==> config.mk <==
export PLATFORM = sky130hd
export DESIGN_NAME = sprf_status_bank
export DESIGN_NICKNAME = d
export VERILOG_FILES = /design/src/core/sprf_fix_note.sv /design/src/core/sprf_pkg.sv /design/src/core/sprf_status_bank.sv /design/src/core/sprf_flag_cell.sv
export SDC_FILE = /design/constraint.sdc
export NUM_CORES = 1
export LEC_CHECK = 0
export ABC_AREA = 0
export ABC_CLOCK_PERIOD_IN_PS = 2009
export CAP_MARGIN = 20
export CORE_MARGIN = 2
export CORE_UTILIZATION = 50
export DETAILED_ROUTE_END_ITERATION = 10
export DONT_BUFFER_PORTS = 1
export PLACE_DENSITY_LB_ADDON = 0.12
export SKIP_LAST_GASP = 1
export SLEW_MARGIN = 5
export SYNTH_ARGS = -nofsm -noshare
export SYNTH_HDL_FRONTEND = slang
export SYNTH_HIERARCHICAL = 1
export SYNTH_SLANG_ARGS = --single-unit
==> constraint.sdc <==
create_clock -name sys_clk_i -period 2.01 [get_ports sys_clk_i]
set_clock_uncertainty 0.2 [all_clocks]
set_input_delay 0.3015 -clock sys_clk_i [delete_from_list [all_inputs] [get_ports sys_clk_i]]
set_output_delay 0.3015 -clock sys_clk_i [all_outputs]
set_load 0.005 [all_outputs]
==> src/core/sprf_fix_note.sv <==
// no logic of its own; the flag bank lives in the other core files

==> src/core/sprf_pkg.sv <==
// shared constants and carriers for the receiver status flag bank
package sprf_pkg;
  localparam logic [6:0] ADDR_PREAMBLE_D_LOW = 7'h17;
  localparam logic [6:0] ADDR_FAULT_FLAGS = 7'h18;
  localparam int BIT_VALID = 7;
  localparam int BIT_EMPHASIS = 6;
  localparam int BIT_NONAUDIO = 5;
  localparam int BIT_PREAMBLE = 4;
  localparam int BIT_CRC = 3;
  localparam int BIT_NOSTREAM = 2;
  localparam int BIT_BIPHASE = 1;
  localparam int BIT_LOCK = 0;
  // set bits are sticky until read, others follow the decoder
  localparam logic [7:0] STICKY_MASK = 8'h0A;
  localparam logic [7:0] RST_FLAGS = 8'h00;
  localparam logic [7:0] RST_RDATA = 8'h00;
  localparam logic [7:0] UNMAPPED_RDATA = 8'h00;

  // status arriving from the stream decoder, synchronous to sys_clk_i
  typedef struct packed {
    logic received_valid_indicator;
    logic emphasis;
    logic nonaudio;
    logic preamble_detect;
    logic channel_status_check_fail;
    logic no_stream;
    logic biphase_parity_err;
    logic locked;
    logic subframe_nonaudio;
    logic [15:0] preamble_d;
    logic [15:0] preamble_c_chan_b;
  } sprf_dec_s;

  typedef struct packed {
    logic flag;
    logic event_pulse;
  } sprf_cell_s;

  typedef struct packed {
    logic [7:0] rdata;
  } sprf_top_s;
endpackage

==> src/core/sprf_status_bank.sv <==
// receiver status flags and a burst preamble byte (zero for audio data, else preamble-D low or channel-B preamble-C high), read over the control port
`timescale 1ns/100ps
module sprf_status_bank (
  input wire logic sys_clk_i,
  input wire logic rst_n_i,
  input wire logic ce_i,
  input wire sprf_pkg::sprf_dec_s dec_i,
  input wire logic rd_strobe_i,
  input wire logic [6:0] rd_addr_i,
  output logic [7:0] rd_data_o,
  output logic [7:0] flags_o,
  output logic [7:0] flag_event_o
);
  sprf_pkg::sprf_top_s st_q;
  sprf_pkg::sprf_top_s st_d;
  logic [7:0] live;
  logic [7:0] flag;
  logic [7:0] pre_byte;
  logic rd_flags;

  assign live = {dec_i.received_valid_indicator, dec_i.emphasis, dec_i.nonaudio,
                 dec_i.preamble_detect, dec_i.channel_status_check_fail, dec_i.no_stream,
                 dec_i.biphase_parity_err, dec_i.locked};
  // clearing only on a frozen-free cycle keeps a stalled read from eating errors
  assign rd_flags = ce_i & rd_strobe_i & (rd_addr_i == sprf_pkg::ADDR_FAULT_FLAGS);

  for (genvar b = 0; b < 8; b++) begin : g_flag
    sprf_flag_cell #(
      .STICKY(sprf_pkg::STICKY_MASK[b])
    ) u_cell (
      .sys_clk_i(sys_clk_i),
      .rst_n_i(rst_n_i),
      .ce_i(ce_i),
      .live_i(live[b]),
      .clr_i(rd_flags),
      .flag_o(flag[b]),
      .event_o(flag_event_o[b])
    );
  end

  always_comb begin
    if (!dec_i.nonaudio) begin
      pre_byte = 8'h00;
    end else if (dec_i.subframe_nonaudio) begin
      pre_byte = dec_i.preamble_c_chan_b[15:8];
    end else begin
      pre_byte = dec_i.preamble_d[7:0];
    end
  end

  always_comb begin
    st_d = st_q;
    if (ce_i && rd_strobe_i) begin
      unique case (rd_addr_i)
        sprf_pkg::ADDR_PREAMBLE_D_LOW: st_d.rdata = pre_byte;
        sprf_pkg::ADDR_FAULT_FLAGS: st_d.rdata = flag;
        default: st_d.rdata = sprf_pkg::UNMAPPED_RDATA;
      endcase
    end
  end

  always_ff @(posedge sys_clk_i) begin
    if (!rst_n_i) begin
      st_q.rdata <= sprf_pkg::RST_RDATA;
    end else begin
      st_q <= st_d;
    end
  end

  assign rd_data_o = st_q.rdata;
  assign flags_o = flag;
endmodule

==> src/core/sprf_flag_cell.sv <==
// one status flag: sticky-until-read or live with change event
`timescale 1ns/100ps
module sprf_flag_cell #(
  parameter bit STICKY = 1'b0
) (
  input wire logic sys_clk_i,
  input wire logic rst_n_i,
  input wire logic ce_i,
  input wire logic live_i,
  input wire logic clr_i,
  output logic flag_o,
  output logic event_o
);
  sprf_pkg::sprf_cell_s st_q;
  sprf_pkg::sprf_cell_s st_d;

  always_comb begin
    st_d = st_q;
    if (ce_i) begin
      if (STICKY) begin
        // a new error in the read cycle survives the clear
        st_d.flag = live_i | (st_q.flag & ~clr_i);
        st_d.event_pulse = live_i & ~st_q.flag;
      end else begin
        // a read leaves the flag alone; only a change raises an event
        st_d.flag = live_i;
        st_d.event_pulse = live_i ^ st_q.flag;
      end
    end else begin
      st_d.event_pulse = 1'b0;
    end
  end

  always_ff @(posedge sys_clk_i) begin
    if (!rst_n_i) begin
      st_q <= '0;
    end else begin
      st_q <= st_d;
    end
  end

  assign flag_o = st_q.flag;
  assign event_o = st_q.event_pulse;
endmodule

==> qor.txt, run 1 <==
Outcome: completed
Clock buffer depth: 2
Pwr dens: 754.1 nW/um^2
Post-synth cell types: 19
Leakage: 0.5032 nW
H-tree Lvls: 1
Reg2reg end: g_flag[2].u_cell/flag_o
Via-to-Cell Ratio: 5.823
Initial DRC count: 12
Post-route cell area: 1262 um^2
Post-synthesis sequential area ratio: 0.4615
RSZ-0062 raised after global routing: no
Ys Warns: 6
Most instantiated cells after synthesis: 24 x dfxtp_1, 10 x nand2_1, 9 x and3_1
Num CTS Buffers: 3
DP Area: 1070 um^2
Endpoint, Worst Hold: rd_data_o[0]
Final setup violation count: 0
Clock transition at the registers of the reported paths: 0.13 ns
Residual DRC: 0
Slew Viols, Final: 0
Seq. cell area: 480.5 um^2
Kind of critical path: in2reg
Post-synth EDFFs: 0
Layout cell share with drive strength beyond 1: 0.1491
Post-synthesis cell area: 1041 um^2
CP most frequent cell: dlygate4sd3_1
Worst slew pin tran: 0.4832 ns
Top-Level Pins: 76
Crit path cell chain: dlygate4sd3_1, nor2b_1, dlygate4sd3_1
Fmax: 579.1 MHz
Worst Path Buf+Inv: 2
Area of the die: 2463 um^2
Post-DP HPWL: 1645 um
Primary FF master, synth: dfxtp_1
Die height: 49.63 um
Synth area leader: dfxtp_1
Vias: 821
First-pass GRT wire length: 3926 um
Initial antenna violation count: 0
CTS tree: built
Cell family with most CP delay: buffers and inverters
Gpl congestion: 0.7538
Cell count after synthesis: 97
Synthesis-to-finish area growth: 21.27%
Req. time, crit path: 2.07 ns
GR Util All Layers: 0.2083
R2R depth: 3
Worst-path maximum fanout: 14
Dpl ws: 0.5201 ns
Hold Path Cell Cnt: 2
Critical Path Source Type: input port
Syn avg cell area: 10.73 um^2
RR Startpoint: g_flag[2].u_cell/flag_o
WL final: 2434 um
CP Data Arrival Time: 1.79 ns
Crit path time final: 1.727 ns
Final Cycle Share: 0.8591
HP Start: rd_addr_i[0]
Hold-fix buffers, CTS: 13
Setup TNS: 0 ns
Yosys top cell area share: 0.4615
Yosys reg bits: 24
Critical Path Max Stage Delay: 0.78 ns
Core area: 1962 um^2
CTS sink count: 24
Row count: 16
Vias in the first global route: 853
Slew margin rel.: 0.6768
Inserted Diodes: 0
Setup Fix Bufs, Post-CTS: 0
Slowest cell on crit path: dlygate4sd3_1
Post-synth ARST share: 0
Final core occ: 0.6435
Final WS setup: 0.2831 ns
Max cap viols: 0
HP Class: in2reg
Largest net degree at the start of global routing: 15
Die width: 49.63 um
Clock tree root buffer cell: clkbuf_4
FILL cells: 189
Multi-input logic area: 540.5 um^2
Drt wl/cell: 17.26 um
PortBufs: 0
Final Hold Viols: 0
Initial Utilization: 0.5306
Syn_nets: 149
Final net count: 167
WHS: 0.0003670 ns
Top cells by area, synth: dfxtp_1 46%, mux2_2 8.7%, a32oi_1 6.7%
Cell with the most instances after synthesis: dfxtp_1
Drt pass-1 iters: 4
Skew-Pair Late Insertion Delay: 0.31 ns
Number of gates resized after cts: 0
VDD IR max: 0.0004668 V
Setup crit end kind: flop
ANT nets after route: 0
FF-to-FF setup slack: 0.53 ns
GRT overflow: 0
-- logic make-up after synthesis --
family | Yosys count | synth area share
buffers and inverters | 3 | 0.01922
AO/OA/AOI/OAI | 19 | 0.1298
multiplexers | 14 | 0.1442
XOR/XNOR | 6 | 0.05048
AND/OR/NAND/NOR | 31 | 0.1947
flip-flops | 24 | 0.4615
-- routing by layer --
layer  vias up  global-route usage  routed length (um)
li1        398                   -                   -
met1       385              0.2529                1024
met2        38              0.3556                1175
met3         0             0.06364                 234
met4         0             0.05556                   0
met5         -                   0                   0
-- cells in the final DEF (no fill, tap or decap) --
cell type / instances
dfxtp_1: 24
dlygate4sd3_1: 14
nand2_1: 10
and3_1: 9
mux2_2: 8
a32oi_1: 8
o21ai_1: 8
xor2_1: 6
mux2i_1: 6
nor2b_1: 6
clkbuf_4: 3
and4b_2: 2
a31o_1: 2
buf_4: 2
nor4b_4: 1
nor4bb_1: 1
nand3_1: 1
and4b_1: 1
a21boi_0: 1
bufinv_16: 1
-- worst max-delay path by stage --
stage               slack [ns]                 endpoint  cells after the start          from
CTS                       0.29  g_flag[7].u_cell/flag_o                      3       rst_n_i
global route              0.21  g_flag[7].u_cell/flag_o                      3       rst_n_i
detailed placement        0.52             rd_data_o[7]                      3  rd_addr_i[5]
finish                    0.28  g_flag[7].u_cell/flag_o                      3       rst_n_i
floorplan                 0.39  g_flag[1].u_cell/flag_o                      5  rd_addr_i[0]
global placement          0.53             rd_data_o[0]                      3  rd_addr_i[5]
-- where the power goes --
| group | internal [mW] | switching (mW) |
|---|---|---|
| sequential | 0.495 | 0.0195 |
| clock | 0.201 | 0.143 |
| combinational | 0.0607 | 0.0327 |
-- sequential cells by signal (all words and copies together) (netlist names) --
signal                 cells
rd_data_o                  8
g_flag.u_cell/flag_o       8
g_flag.u_cell/event_o      8
-- area by class of cell --
type | instances | area share
multi-input combinational | 70 | 0.4281
clock buffer | 3 | 0.01784
sequential | 24 | 0.3806
tap | 27 | 0.02676
timing repair buffer | 16 | 0.1229
clock inverter | 1 | 0.02379
-- stage by stage --
stage               power (mW)  cells
floorplan               0.5783     97
global placement        0.5848    123
detailed placement      0.5870    123
CTS                     0.9576    140
global route            0.9852    141
finish                  0.9521    141
No activity file was read; power rests on OpenSTA's default activity.
==> inputs of run 2 (changes only) <==
HOLD_SLACK_MARGIN = 0.08   (was unset)
SLEW_MARGIN = unset   (was 5)
==> run 2 against run 1 <==
  * Register-to-register slack about the same
  * Design area increased by 1.2%
  * Non-clock buffer count increased by 1
  * Count of clock-buffer cells in the layout unchanged
  * Global-route usage increased by 0.13 points
  * Sequential share of layout area decreased by 0.45 points
  * Sequential cell count unchanged
  * Routed wire length increased by 0.41%
  * Critical endpoint is now g_flag[3].u_cell/flag_o
  * Power increased by 0.36%
  * Fmax increased by 0.50%
  * Critical path depth increased by 2
  * Largest power group unchanged
==> qor.txt, run 2 (same netlist as run 1, synthesis figures left out) <==
Outcome: completed
Initial antenna violation count: 0
Synthesis-to-finish area growth: 22.72%
Vias in the first global route: 854
Slew margin rel.: 0.6549
Drt pass-1 iters: 4
Seq. cell area: 480.5 um^2
Final Hold Viols: 0
Die width: 49.63 um
Top-Level Pins: 76
Clock transition at the registers of the reported paths: 0.13 ns
R2R depth: 3
Pwr dens: 748.0 nW/um^2
Combinational power share: 0.106
WHS: 0.1324 ns
Worst-path maximum fanout: 2
First-pass GRT wire length: 3953 um
Seq pwr share: 0.538
GR Util All Layers: 0.2096
Drt wl/cell: 17.21 um
FF-to-FF setup slack: 0.53 ns
Reg2reg end: g_flag[2].u_cell/flag_o
Hold Path Cell Cnt: 3
Sw frac: 0.2057
Kind of critical path: in2reg
CP Data Arrival Time: 1.73 ns
Pint: 0.7590 mW
WL final: 2444 um
Endpoint, Worst Hold: rd_data_o[1]
Multi-input logic area: 540.5 um^2
Vias: 826
Setup Fix Bufs, Post-CTS: 0
Clock buffer depth: 2
Row count: 16
GRT overflow: 0
Worst slew pin tran: 0.5177 ns
Final net count: 168
Gpl congestion: 0.7538
Crit path time final: 1.718 ns
Max cap viols: 0
Commonest non-fill, non-tap cells in the layout: 24 x dfxtp_1, 13 x dlygate4sd3_1, 10 x nand2_1
Residual DRC: 0
Via-to-Cell Ratio: 5.817
Die height: 49.63 um
Post-DP HPWL: 1645 um
P_sw: 0.1965 mW
Layout cell share with drive strength beyond 1: 0.1478
Setup crit end kind: flop
CTS sink count: 24
RSZ-0062 raised after global routing: no
HP Start: dec_i[17]
PortBufs: 0
Clk pwr share: 0.356
Inserted Diodes: 0
Final WS setup: 0.2918 ns
VDD IR max: 0.0004925 V
Critical Path Max Stage Delay: 0.55 ns
Fmax: 582.0 MHz
Critical Path Source Type: input port
RR Startpoint: g_flag[2].u_cell/flag_o
Final setup violation count: 0
Req. time, crit path: 2.02 ns
Skew-Pair Late Insertion Delay: 0.30 ns
HP Class: in2reg
Clock tree root buffer cell: clkbuf_4
Leakage: 0.5267 nW
Area of the die: 2463 um^2
Largest net degree at the start of global routing: 19
Final Cycle Share: 0.8548
H-tree Lvls: 1
Initial Utilization: 0.5306
FILL cells: 189
Initial DRC count: 10
Num CTS Buffers: 3
Dpl ws: 0.5201 ns
Crit path cell chain: nor4bb_1, and3_1, nand2_1, a31o_1, dlygate4sd3_1
CTS tree: built
Core area: 1962 um^2
Slowest cell on crit path: dlygate4sd3_1
Leading cell type in the layout, fill and taps excluded: dfxtp_1
ANT nets after route: 0
Setup TNS: 0 ns
Slew Viols, Final: 0
==> run 2: changes by cell type in the layout (fill, tap and decap cells not counted) <==
cell and change:
dlygate4sd3_1 -1, dlymetal6s4s_1 +2
==> run 2: worst max-delay path, delay by kind of cell <==
family | cells | cell delay, ns
AND/OR/NAND/NOR | 3 | 0.65
buffers and inverters | 1 | 0.55
AO/OA/AOI/OAI | 1 | 0.23
==> run 2: power by group through the flow <==
stage	Combinational [mW]	Clock, mW	Sequential [mW]
floorplan	0.0594	0	0.519
global placement	0.0599	0	0.525
CTS	0.0993	0.352	0.515
global route	0.110	0.365	0.517
detailed placement	0.0619	0	0.525
finish	0.101	0.340	0.514
==> run 2: through the flow <==
stage / util / area, um^2 / total power, mW / instances
2_1_floorplan: - / 1041 / 0.5783 / 97
3_3_place_gp: 0.5453 / 1070 / 0.5848 / 123
3_5_place_dp: 0.5453 / 1070 / 0.5870 / 123
4_1_cts: 0.6486 / 1272 / 0.9658 / 142
5_1_grt: 0.6511 / 1277 / 0.9924 / 142
6_report: 0.6511 / 1277 / 0.9555 / 142
==> run 2: timing repair <==
| action | in CTS | in global routing |
|---|---|---|
| setup endpoints to repair | 0 | 1 |
| hold buffers | 15 | 0 |
| gates resized for setup | 0 | 2 |
| hold endpoints to repair | 24 | 0 |
==> run 2: layout make-up <==
class / instances / area share
timing repair buffer: 17 / 0.1332
clock buffer: 3 / 0.01763
sequential: 24 / 0.3761
tap: 27 / 0.02644
multi-input combinational: 70 / 0.4231
clock inverter: 1 / 0.02351
==> run 2: per-layer routing <==
layer  GRT usage  wire, um  up-vias
met5           0         0        -
met4     0.05556        13        0
met3     0.06667       247        2
met2      0.3600      1156       40
met1      0.2510      1027      385
li1            -         -      399
==> run 2: worst max-delay path by stage <==
stage,startpoint,endpoint,slack [ns],cells past startpoint
after CTS,ce_i,g_flag[3].u_cell/flag_o,0.01,4
after detailed placement,rd_addr_i[5],rd_data_o[7],0.52,3
after floorplan,rd_addr_i[0],g_flag[1].u_cell/flag_o,0.39,5
after global routing,rd_addr_i[5],g_flag[3].u_cell/flag_o,0.24,5
final,rd_addr_i[5],g_flag[3].u_cell/flag_o,0.29,5
after global placement,rd_addr_i[5],rd_data_o[0],0.53,3
